[src/rif_pkg.sv]
// Constants shared by the receive indicator frame builder
package rif_pkg;

    // ****************************************************************
    // Frame framing
    // ****************************************************************
    localparam logic [7:0] START_DELIM = 8'h7e;
    localparam logic [7:0] CODE_STANDARD = 8'h90;
    localparam logic [7:0] CODE_EXPLICIT = 8'h91;
    localparam logic [7:0] CODE_IO_SAMPLE = 8'h92;
    localparam logic [7:0] CSUM_BASE = 8'hff;

    // Header bytes from the frame type up to the first payload byte
    localparam logic [4:0] HDR_N_STANDARD = 5'h0c;
    localparam logic [4:0] HDR_N_EXPLICIT = 5'h12;
    localparam logic [4:0] HDR_N_IO = 5'h0d;
    localparam int HDR_MAX = 18;

    // Header byte index, counted from the frame type byte at offset 3
    localparam int IDX_TYPE = 0;
    localparam int IDX_ADDR64 = 1;
    localparam int IDX_NET16 = 9;
    localparam int IDX_STD_OPTS = 11;
    localparam int IDX_IO_OPTS = 11;
    localparam int IDX_IO_NUM = 12;
    localparam int IDX_SRC_EP = 11;
    localparam int IDX_DST_EP = 12;
    localparam int IDX_CLUSTER = 13;
    localparam int IDX_PROFILE = 15;
    localparam int IDX_EXP_OPTS = 17;

    // ****************************************************************
    // Receive options
    // ****************************************************************
    localparam logic [7:0] OPT_ACKED = 8'h01;
    localparam logic [7:0] OPT_BCAST = 8'h02;
    localparam logic [7:0] OPT_ALL_PAN = 8'h04;
    localparam logic [7:0] OPT_SECURE = 8'h10;
    localparam logic [7:0] OPT_ENCRYPTED = 8'h20;
    localparam int OPT_METHOD_LSB = 6;
    localparam logic [7:0] OPT_IO_MASK = 8'h03;
    localparam logic [7:0] EP_VENDOR_LO = 8'hdc;
    localparam logic [7:0] EP_VENDOR_HI = 8'hee;

    // ****************************************************************
    // Settings and sizes
    // ****************************************************************
    localparam int AO_EXPLICIT_BIT = 1;
    localparam int FIFO_DEPTH_DEF = 8;
    localparam int BYTE_W = 8;

    typedef enum logic [2:0] {
        ST_IDLE = 3'h0,
        ST_DELIM = 3'h1,
        ST_LEN_HI = 3'h3,
        ST_LEN_LO = 3'h2,
        ST_HDR = 3'h6,
        ST_DATA = 3'h7,
        ST_CSUM = 3'h5,
        ST_DROP = 3'h4
    } rif_state_type;

endpackage

[src/rif_frame_builder.sv]
// Builder of host API frames for packets and samples from the radio
`timescale 1ns/1ps
// Notes on behaviour
// - Explicit frame when output option bit1 set
// - Explicit frame type byte is 0x91
// - Delimiter, then 16-bit length of inner bytes
// - 64-bit address at 4, network address 12
// - Source endpoint 14, destination endpoint 15
// - Cluster at 16, profile at 18
// - Options byte at 20, vendor endpoints only
// - Acked sets 0x01, broadcast sets 0x02
// - All-PAN 0x04, secure 0x10, encrypted 0x20
// - Bits 7:6 carry mesh delivery method
// - Option flags are ORed together
// - Payload follows options from offset 21
// - Checksum is 0xFF minus byte sum
// - Sample frame when output options zero
// - Sample frames only in framed API mode
// - Sample frame type byte is 0x92
// - Sample frame: addresses, acked/broadcast options
// - Sample set count at offset 15
// - Bit1 clear gives standard receive frame
module rif_frame_builder #(
    parameter int FIFO_DEPTH = rif_pkg::FIFO_DEPTH_DEF
) (
    input wire logic clk,
    input wire logic nrst,
    input wire logic en,
    input wire logic [7:0] api_output_options,
    input wire logic api_framed_mode,
    input wire logic pkt_valid,
    output logic pkt_ready,
    input wire logic pkt_is_sample,
    input wire logic [15:0] pkt_payload_len,
    input wire logic [63:0] src_addr64,
    input wire logic [15:0] src_net16,
    input wire logic [7:0] src_endpoint,
    input wire logic [7:0] dst_endpoint,
    input wire logic [15:0] cluster_id,
    input wire logic [15:0] profile_id,
    input wire logic rx_acked,
    input wire logic rx_broadcast,
    input wire logic rx_all_pans,
    input wire logic rx_secure,
    input wire logic rx_encrypted,
    input wire logic [1:0] rx_method,
    input wire logic [7:0] sample_sets,
    input wire logic pl_valid,
    output logic pl_ready,
    input wire logic [7:0] pl_data,
    output logic out_valid,
    input wire logic out_ready,
    output logic [7:0] out_data,
    output logic busy
);
    import rif_pkg::*;

    // ****************************************************************
    // Declarations
    // ****************************************************************
    rif_state_type state_q;
    rif_state_type state_d;
    logic [7:0] hdr_q [HDR_MAX];
    logic [7:0] hdr_d [HDR_MAX];
    logic [4:0] hdr_n_q;
    logic [4:0] hdr_n_d;
    logic [4:0] hidx_q;
    logic [15:0] len_q;
    logic [15:0] cnt_q;
    logic [7:0] sum_q;
    logic out_valid_q;
    logic [7:0] out_data_q;
    logic [7:0] byte_d;
    logic [7:0] opts_all;
    logic vendor_ep;
    logic want_explicit;
    logic want_standard;
    logic want_sample;
    logic emit;
    logic capture;
    logic slot_free;
    logic emitting;
    logic adv;
    logic fifo_valid;
    logic fifo_pop;
    logic [7:0] fifo_data;

    // ****************************************************************
    // Payload buffer
    // ****************************************************************
    // The buffer lets the radio side run ahead while the host stalls;
    // once it is full, pl_ready drops and the radio side must wait.
    rif_fifo #(
        .WIDTH(BYTE_W),
        .DEPTH(FIFO_DEPTH)
    ) u_payload_fifo (
        .clk(clk),
        .nrst(nrst),
        .en(en),
        .in_valid(pl_valid),
        .in_ready(pl_ready),
        .in_data(pl_data),
        .out_valid(fifo_valid),
        .out_ready(fifo_pop),
        .out_data(fifo_data)
    );

    // ****************************************************************
    // Frame selection
    // ****************************************************************
    assign want_explicit = !pkt_is_sample
        && api_output_options[AO_EXPLICIT_BIT];
    assign want_standard = !pkt_is_sample
        && !api_output_options[AO_EXPLICIT_BIT];
    // Samples go out only with zero output options and framed mode
    assign want_sample = pkt_is_sample
        && (api_output_options == 8'h00)
        && api_framed_mode;
    assign emit = want_explicit || want_standard || want_sample;

    assign pkt_ready = en && (state_q == ST_IDLE);
    assign capture = pkt_valid && pkt_ready;
    assign busy = (state_q != ST_IDLE);

    // ****************************************************************
    // Receive options byte
    // ****************************************************************
    always_comb begin
        opts_all = 8'h00;
        if (rx_acked) begin
            opts_all = opts_all | OPT_ACKED;
        end
        if (rx_broadcast) begin
            opts_all = opts_all | OPT_BCAST;
        end
        if (rx_all_pans) begin
            opts_all = opts_all | OPT_ALL_PAN;
        end
        if (rx_secure) begin
            opts_all = opts_all | OPT_SECURE;
        end
        if (rx_encrypted) begin
            opts_all = opts_all | OPT_ENCRYPTED;
        end
        opts_all = opts_all
            | 8'({6'h00, rx_method} << OPT_METHOD_LSB);
    end

    assign vendor_ep = (src_endpoint >= EP_VENDOR_LO)
        && (src_endpoint <= EP_VENDOR_HI);

    // ****************************************************************
    // Header image
    // ****************************************************************
    // The whole header is laid out at capture time so the radio side
    // need not hold its fields steady while the frame drains.
    always_comb begin
        for (int i = 0; i < HDR_MAX; i++) begin
            hdr_d[i] = 8'h00;
        end
        for (int i = 0; i < 8; i++) begin
            hdr_d[IDX_ADDR64+i] = src_addr64[63-8*i -: 8];
        end
        hdr_d[IDX_NET16] = src_net16[15:8];
        hdr_d[IDX_NET16+1] = src_net16[7:0];
        if (want_explicit) begin
            hdr_d[IDX_TYPE] = CODE_EXPLICIT;
            hdr_d[IDX_SRC_EP] = src_endpoint;
            hdr_d[IDX_DST_EP] = dst_endpoint;
            hdr_d[IDX_CLUSTER] = cluster_id[15:8];
            hdr_d[IDX_CLUSTER+1] = cluster_id[7:0];
            hdr_d[IDX_PROFILE] = profile_id[15:8];
            hdr_d[IDX_PROFILE+1] = profile_id[7:0];
            // Flags are meaningful only for the vendor endpoint range
            hdr_d[IDX_EXP_OPTS] = vendor_ep ? opts_all : 8'h00;
            hdr_n_d = HDR_N_EXPLICIT;
        end else if (pkt_is_sample) begin
            hdr_d[IDX_TYPE] = CODE_IO_SAMPLE;
            hdr_d[IDX_IO_OPTS] = opts_all & OPT_IO_MASK;
            hdr_d[IDX_IO_NUM] = sample_sets;
            hdr_n_d = HDR_N_IO;
        end else begin
            hdr_d[IDX_TYPE] = CODE_STANDARD;
            hdr_d[IDX_STD_OPTS] = opts_all;
            hdr_n_d = HDR_N_STANDARD;
        end
    end

    always_ff @(posedge clk or negedge nrst) begin
        if (!nrst) begin
            for (int i = 0; i < HDR_MAX; i++) begin
                hdr_q[i] <= 8'h00;
            end
            hdr_n_q <= HDR_N_STANDARD;
            len_q <= 16'h0000;
        end else if (capture) begin
            for (int i = 0; i < HDR_MAX; i++) begin
                hdr_q[i] <= hdr_d[i];
            end
            hdr_n_q <= hdr_n_d;
            len_q <= 16'(hdr_n_d) + pkt_payload_len;
        end
    end

    // ****************************************************************
    // Output byte slot
    // ****************************************************************
    // A single output register: a new byte loads when the slot is empty
    // or the host takes the present one in the same cycle.
    assign slot_free = en && (!out_valid_q || out_ready);
    assign emitting = (state_q != ST_IDLE) && (state_q != ST_DROP);
    assign adv = slot_free && emitting
        && ((state_q != ST_DATA) || fifo_valid);
    assign fifo_pop = (adv && (state_q == ST_DATA))
        || (en && (state_q == ST_DROP) && fifo_valid);

    always_comb begin
        case (state_q)
            ST_DELIM: byte_d = START_DELIM;
            ST_LEN_HI: byte_d = len_q[15:8];
            ST_LEN_LO: byte_d = len_q[7:0];
            ST_HDR: byte_d = hdr_q[hidx_q];
            ST_DATA: byte_d = fifo_data;
            ST_CSUM: byte_d = CSUM_BASE - sum_q;
            default: byte_d = 8'h00;
        endcase
    end

    always_ff @(posedge clk or negedge nrst) begin
        if (!nrst) begin
            out_valid_q <= 1'b0;
            out_data_q <= 8'h00;
        end else if (en) begin
            if (adv) begin
                out_valid_q <= 1'b1;
                out_data_q <= byte_d;
            end else if (out_ready) begin
                out_valid_q <= 1'b0;
            end
        end
    end

    assign out_valid = out_valid_q;
    assign out_data = out_data_q;

    // ****************************************************************
    // Checksum
    // ****************************************************************
    // Sums header from the type byte on, then payload; wraps at 8 bits
    always_ff @(posedge clk or negedge nrst) begin
        if (!nrst) begin
            sum_q <= 8'h00;
        end else if (capture) begin
            sum_q <= 8'h00;
        end else if (adv && ((state_q == ST_HDR)
                || (state_q == ST_DATA))) begin
            sum_q <= sum_q + byte_d;
        end
    end

    // ****************************************************************
    // Counters
    // ****************************************************************
    always_ff @(posedge clk or negedge nrst) begin
        if (!nrst) begin
            hidx_q <= 5'h00;
        end else if (capture) begin
            hidx_q <= 5'h00;
        end else if (adv && (state_q == ST_HDR)) begin
            hidx_q <= hidx_q + 5'h01;
        end
    end

    // Remaining payload bytes, shared by sending and discarding
    always_ff @(posedge clk or negedge nrst) begin
        if (!nrst) begin
            cnt_q <= 16'h0000;
        end else if (capture) begin
            cnt_q <= pkt_payload_len;
        end else if (fifo_pop) begin
            cnt_q <= cnt_q - 16'h0001;
        end
    end

    // ****************************************************************
    // Sequencer
    // ****************************************************************
    always_comb begin
        state_d = state_q;
        case (state_q)
            ST_IDLE: begin
                if (capture && emit) begin
                    state_d = ST_DELIM;
                end else if (capture && (pkt_payload_len != 16'h0000)) begin
                    // Payload of a suppressed frame is still drained
                    state_d = ST_DROP;
                end
            end
            ST_DELIM: begin
                if (adv) begin
                    state_d = ST_LEN_HI;
                end
            end
            ST_LEN_HI: begin
                if (adv) begin
                    state_d = ST_LEN_LO;
                end
            end
            ST_LEN_LO: begin
                if (adv) begin
                    state_d = ST_HDR;
                end
            end
            ST_HDR: begin
                if (adv && (hidx_q == hdr_n_q - 5'h01)) begin
                    state_d = (cnt_q != 16'h0000) ? ST_DATA : ST_CSUM;
                end
            end
            ST_DATA: begin
                if (adv && (cnt_q == 16'h0001)) begin
                    state_d = ST_CSUM;
                end
            end
            ST_CSUM: begin
                if (adv) begin
                    state_d = ST_IDLE;
                end
            end
            ST_DROP: begin
                if (fifo_pop && (cnt_q == 16'h0001)) begin
                    state_d = ST_IDLE;
                end
            end
            default: state_d = ST_IDLE;
        endcase
    end

    always_ff @(posedge clk or negedge nrst) begin
        if (!nrst) begin
            state_q <= ST_IDLE;
        end else if (en) begin
            state_q <= state_d;
        end
    end

endmodule // rif_frame_builder

[src/rif_fifo.sv]
// Parameterised first-in first-out buffer with valid/ready on both sides
`timescale 1ns/1ps
module rif_fifo #(
    parameter int WIDTH = 8,
    parameter int DEPTH = 8
) (
    input wire logic clk,
    input wire logic nrst,
    input wire logic en,
    input wire logic in_valid,
    output logic in_ready,
    input wire logic [WIDTH-1:0] in_data,
    output logic out_valid,
    input wire logic out_ready,
    output logic [WIDTH-1:0] out_data
);
    localparam int AW = (DEPTH > 1) ? $clog2(DEPTH) : 1;

    logic [WIDTH-1:0] mem_q [DEPTH];
    logic [AW-1:0] wr_q;
    logic [AW-1:0] rd_q;
    logic [AW:0] cnt_q;
    logic push;
    logic pop;

    assign in_ready = en && (cnt_q != (AW+1)'(DEPTH));
    assign out_valid = en && (cnt_q != '0);
    assign push = in_valid && in_ready;
    assign pop = out_valid && out_ready;
    assign out_data = mem_q[rd_q];

    always_ff @(posedge clk) begin
        if (push) begin
            mem_q[wr_q] <= in_data;
        end
    end

    // Pointers wrap explicitly so any depth works, not only powers of two
    always_ff @(posedge clk or negedge nrst) begin
        if (!nrst) begin
            wr_q <= '0;
            rd_q <= '0;
            cnt_q <= '0;
        end else begin
            if (push) begin
                wr_q <= (wr_q == AW'(DEPTH-1)) ? '0 : wr_q + 1'b1;
            end
            if (pop) begin
                rd_q <= (rd_q == AW'(DEPTH-1)) ? '0 : rd_q + 1'b1;
            end
            if (push && !pop) begin
                cnt_q <= cnt_q + 1'b1;
            end else if (pop && !push) begin
                cnt_q <= cnt_q - 1'b1;
            end
        end
    end

endmodule // rif_fifo

[config.mk]
export PLATFORM = sky130hd
export DESIGN_NAME = rif_frame_builder
export DESIGN_NICKNAME = d
export VERILOG_FILES = /design/src/rif_pkg.sv /design/src/rif_frame_builder.sv /design/src/rif_fifo.sv
export SDC_FILE = /design/constraint.sdc
export NUM_CORES = 1
export LEC_CHECK = 0
export BUFFER_PORTS_ARGS = -buffer_cell sky130_fd_sc_hd__buf_2
export CORE_MARGIN = 5
export CORE_UTILIZATION = 55
export CTS_CLUSTER_DIAMETER = 120
export CTS_CLUSTER_SIZE = 14
export DETAILED_ROUTE_END_ITERATION = 6
export GPL_TIMING_DRIVEN = 1
export PLACE_DENSITY = 0.77
export SYNTH_ARGS = -nofsm -noshare
export SYNTH_HDL_FRONTEND = slang
export SYNTH_HIERARCHICAL = 1
export SYNTH_SLANG_ARGS = --single-unit
[constraint.sdc]
create_clock -name clk -period 4.8 [get_ports clk]
set_clock_uncertainty 0.1 [all_clocks]
set_input_delay 0.48 -clock clk [delete_from_list [all_inputs] [get_ports clk]]
set_output_delay 0.48 -clock clk [all_outputs]
set_load 0.01 [all_outputs]
==> results_dict.tcl <==
set metrics [dict create \
    status "finished, violations left" \
    violations "hold timing" \
    fp.dieH_um 166 \
    cts_resized 0 \
    postSynthCellCount 1256 \
    ir_worst_vdd_mv 0.283 \
    cts_buffer_depth 3 \
    hold_violations 26 \
    start_util_pct 55.4 \
    cts_sinks 270 \
    drtIter0Drc 1002 \
    nets 1629 \
    cts-root-buf "clkbuf_16" \
    synth_seq_area_share_pct 53.0 \
    remaining_drc_errors 0 \
    syn_nets 1466 \
    syn_to_final_growth_pct 14.3 \
    firstDrtPassIters 5 \
    dp_hpwl_um 24300 \
    cts_buffers 23 \
    core-area_sq_um 24100 \
    r2r-start "hidx_q[0]" \
    grt_usage_pct 24.2 \
    cts_setup_buffers 0 \
    pin_count 195 \
    synth_edf_count 64 \
    critical_path_class "flop to flop" \
    netlist_area_sq_um 13400 \
    fin_ws_ns 0.586 \
    h-tree-depth 1 \
    tritoncts "yes" \
    grt_overflow 0 \
    tightest_slew_ns 1.15 \
    die_w_um 166 \
    timing.final.crit_share_pct 87.8 \
    max_slew_margin_pct 22.6 \
    vias 10200 \
    crit_path_end_kind "flop" \
    yosys_warnings 6 \
    cp-start-kind "flop" \
    clk_pin_slew_worst_paths_ns 0.07 \
    grt_pass1_vias 10000 \
    ys_ff_latch 270 \
    hp-class "primary input to asynchronous set/reset pin" \
    dp_slack_ns 0.621 \
    portBuffers 194 \
    antenna_left 0 \
    cts_hold_buf 0 \
    grt_antenna_before_repair 0 \
    crit_required_ns 5.14 \
    hold_slack_ns -0.0394 \
    rsz0062_at_grt "false" \
    setup_violations 0 \
    routedWlPerCell_um 19.4 \
    diodes 0 \
    vias_per_cell 5.82 \
    fin_crit_ns 4.21 \
    fmax_ghz 0.237 \
    gp_congestion 0.909 \
    wl_um 34100 \
    drv_cap 0 \
    critPathArrivalTime_ns 4.55 \
    ys.flop_type "dfrtp_1" \
    clock_latency_ns 0.53 \
    syn_avg_cell_area_sq_um 10.6 \
    p_leak_uw 0.00710 \
    critical_path.max_fanout 17 \
    fillCellCount 1940 \
    yosysUniqueCellTypes 67 \
    die_area_sq_um 27500 \
    postSynth.asyncResetShare_pct 76.3 \
    grt_max_degree 167 \
    grt_pass1_wl_um 54200 \
    drive_above_1_share_pct 21.9 \
    finalMaxSlewViolations 0 \
    crit_path_start "hidx_q[0]" \
    core.rowCount 57 \
    p_per_area_nw_per_um2 584 \
    fin_setup_tns_ns 0 \
]
==> synthesized netlist by cell type, types with 4 or more instances <==
library cell	count	share of area, %
nand2_1	400	11
dfrtp_1	205	38
edfxtp_1	64	14
clkbuf_1	56	1.6
o21ai_0	53	2.0
nand3_1	49	1.8
nor2_1	47	1.3
mux4_2	29	4.9
a21oi_1	28	1.0
mux2_2	25	2.1
ha_1	24	2.2
xnor2_1	23	1.5
inv_1	22	0.62
mux2i_1	21	1.6
mux4_1	19	3.7
a22oi_1	14	0.79
xor2_1	14	0.92
a22o_1	13	0.85
nor3_1	13	0.49
nor2b_1	10	0.47
nor4_1	9	0.42
buf_1	8	0.22
mux2_4	8	0.90
nand4_1	8	0.37
o311ai_0	7	0.46
o31ai_1	6	0.34
a221o_1	5	0.37
buf_2	5	0.19
o211ai_1	5	0.28
or3_1	5	0.23
nor3b_1	4	0.22
==> cell type report <==
class / instances / area (sq um) / area share [%]
Inverter: 23 / 86.3 / 0.565
Clock buffer: 39 / 636 / 4.16
Timing Repair Buffer: 213 / 1160 / 7.59
Sequential cell: 270 / 7080 / 46.3
Tap cell: 324 / 405 / 2.65
Clock inverter: 2 / 20.0 / 0.131
Multi-Input combinational cell: 888 / 5890 / 38.6
==> flip-flops by register name, indices dropped and copies added, names as in the netlist <==
name	cells
len_q	16
hdr_q	136
out_data	8
u_payload_fifo/wr_q	3
u_payload_fifo/cnt_q	4
hidx_q	5
u_payload_fifo/mem_q	64
u_payload_fifo/rd_q	3
cnt_q	16
out_valid	1
hdr_n_q	3
state_q	3
sum_q	8
==> cells in the final DEF, fill, tap and decap left out, types with 3 or more instances in the layout <==
| cell type | n |
|---|---|
| dfrtp_1 | 204 |
| clkbuf_1 | 16 |
| nor4_1 | 8 |
| or2_2 | 3 |
| clkbuf_16 | 23 |
| nand3_1 | 49 |
| a22oi_1 | 14 |
| buf_12 | 3 |
| nor3_1 | 13 |
| inv_1 | 22 |
| o311ai_0 | 7 |
| mux4_2 | 29 |
| buf_2 | 193 |
| or3_1 | 5 |
| nor3b_1 | 4 |
| nor2b_1 | 9 |
| xnor2_1 | 23 |
| a21o_1 | 3 |
| a221o_1 | 5 |
| edfxtp_1 | 64 |
| a22o_1 | 13 |
| mux2_4 | 8 |
| xor2_1 | 14 |
| buf_4 | 16 |
| o21ai_0 | 53 |
| nor2_1 | 47 |
| a21oi_1 | 28 |
| nand4_1 | 8 |
| mux2i_1 | 21 |
| ha_1 | 24 |
| fa_1 | 3 |
| nand2_1 | 399 |
| mux4_1 | 19 |
| o31ai_1 | 6 |
| mux2_2 | 25 |
| o211ai_1 | 5 |
==> worst paths after layout <==
kind,end,slack [ns],cells past startpoint
max,sum_q[7],0.59,13
min,hdr_q[109],-0.04,1
min reg2reg,hdr_q[36],0.36,2
min in group clk,hdr_q[62],0.04,3
max in group asynchronous,cnt_q[10],3.62,2
max reg2reg,sum_q[7],0.59,13
==> worst max-delay path, stage by stage, from the launching register on <==
cell      delay (ns)
dfrtp_2         0.68
buf_4           0.28
mux4_1          0.58
mux4_2          0.49
nand2_1         0.09
a21oi_1         0.08
a221o_1         0.29
ha_1            0.34
a211oi_1        0.24
nor2_1          0.10
o41ai_1         0.32
xnor2_1         0.13
or3_1           0.31
o21ai_1         0.07
==> stage by stage <==
| stage | instance area, sq um | instances | util, % | power [uW] | hold WS (ns) |
|---|---|---|---|---|---|
| floorplan | 13400 | 1256 | - | 6200 | 0.0844 |
| global placement | 14600 | 1718 | 60.7 | 7060 | 0.346 |
| detailed placement | 14600 | 1718 | 60.7 | 7190 | 0.356 |
| CTS | 15300 | 1759 | 63.4 | 8950 | 0.0228 |
| global route | 15300 | 1759 | 63.4 | 9540 | 0.0403 |
| finish | 15300 | 1759 | 63.4 | 8930 | -0.0394 |
==> power by group <==
group | switching, uW | total (uW) | internal, uW
Combinational | 1630 | 3280 | 1660
Sequential | 752 | 3930 | 3180
Clock | 813 | 1720 | 905
==> per-layer routing <==
metal / GRT usage, % / vias up / wire length, um
met5: 0 / - / 0
met3: 3.81 / 45 / 2600
met1: 36.2 / 5068 / 14800
li1: - / 4725 / -
met4: 5.60 / 0 / 734
met2: 38.0 / 391 / 15900
==> logic make-up (layout without fill, tap and decap cells) <==
| family | Yosys count | count (layout) | share of synthesized area (%) |
|---|---|---|---|
| mux | 102 | 102 | 13.2 |
| buf+inv | 98 | 277 | 3.21 |
| xor+xnor | 37 | 37 | 2.42 |
| simple gates | 565 | 565 | 17.8 |
| fa+ha+maj | 27 | 27 | 2.70 |
| flops | 270 | 270 | 53.0 |
| compound gates | 157 | 157 | 7.72 |
Power figures use the tool's default switching activity.
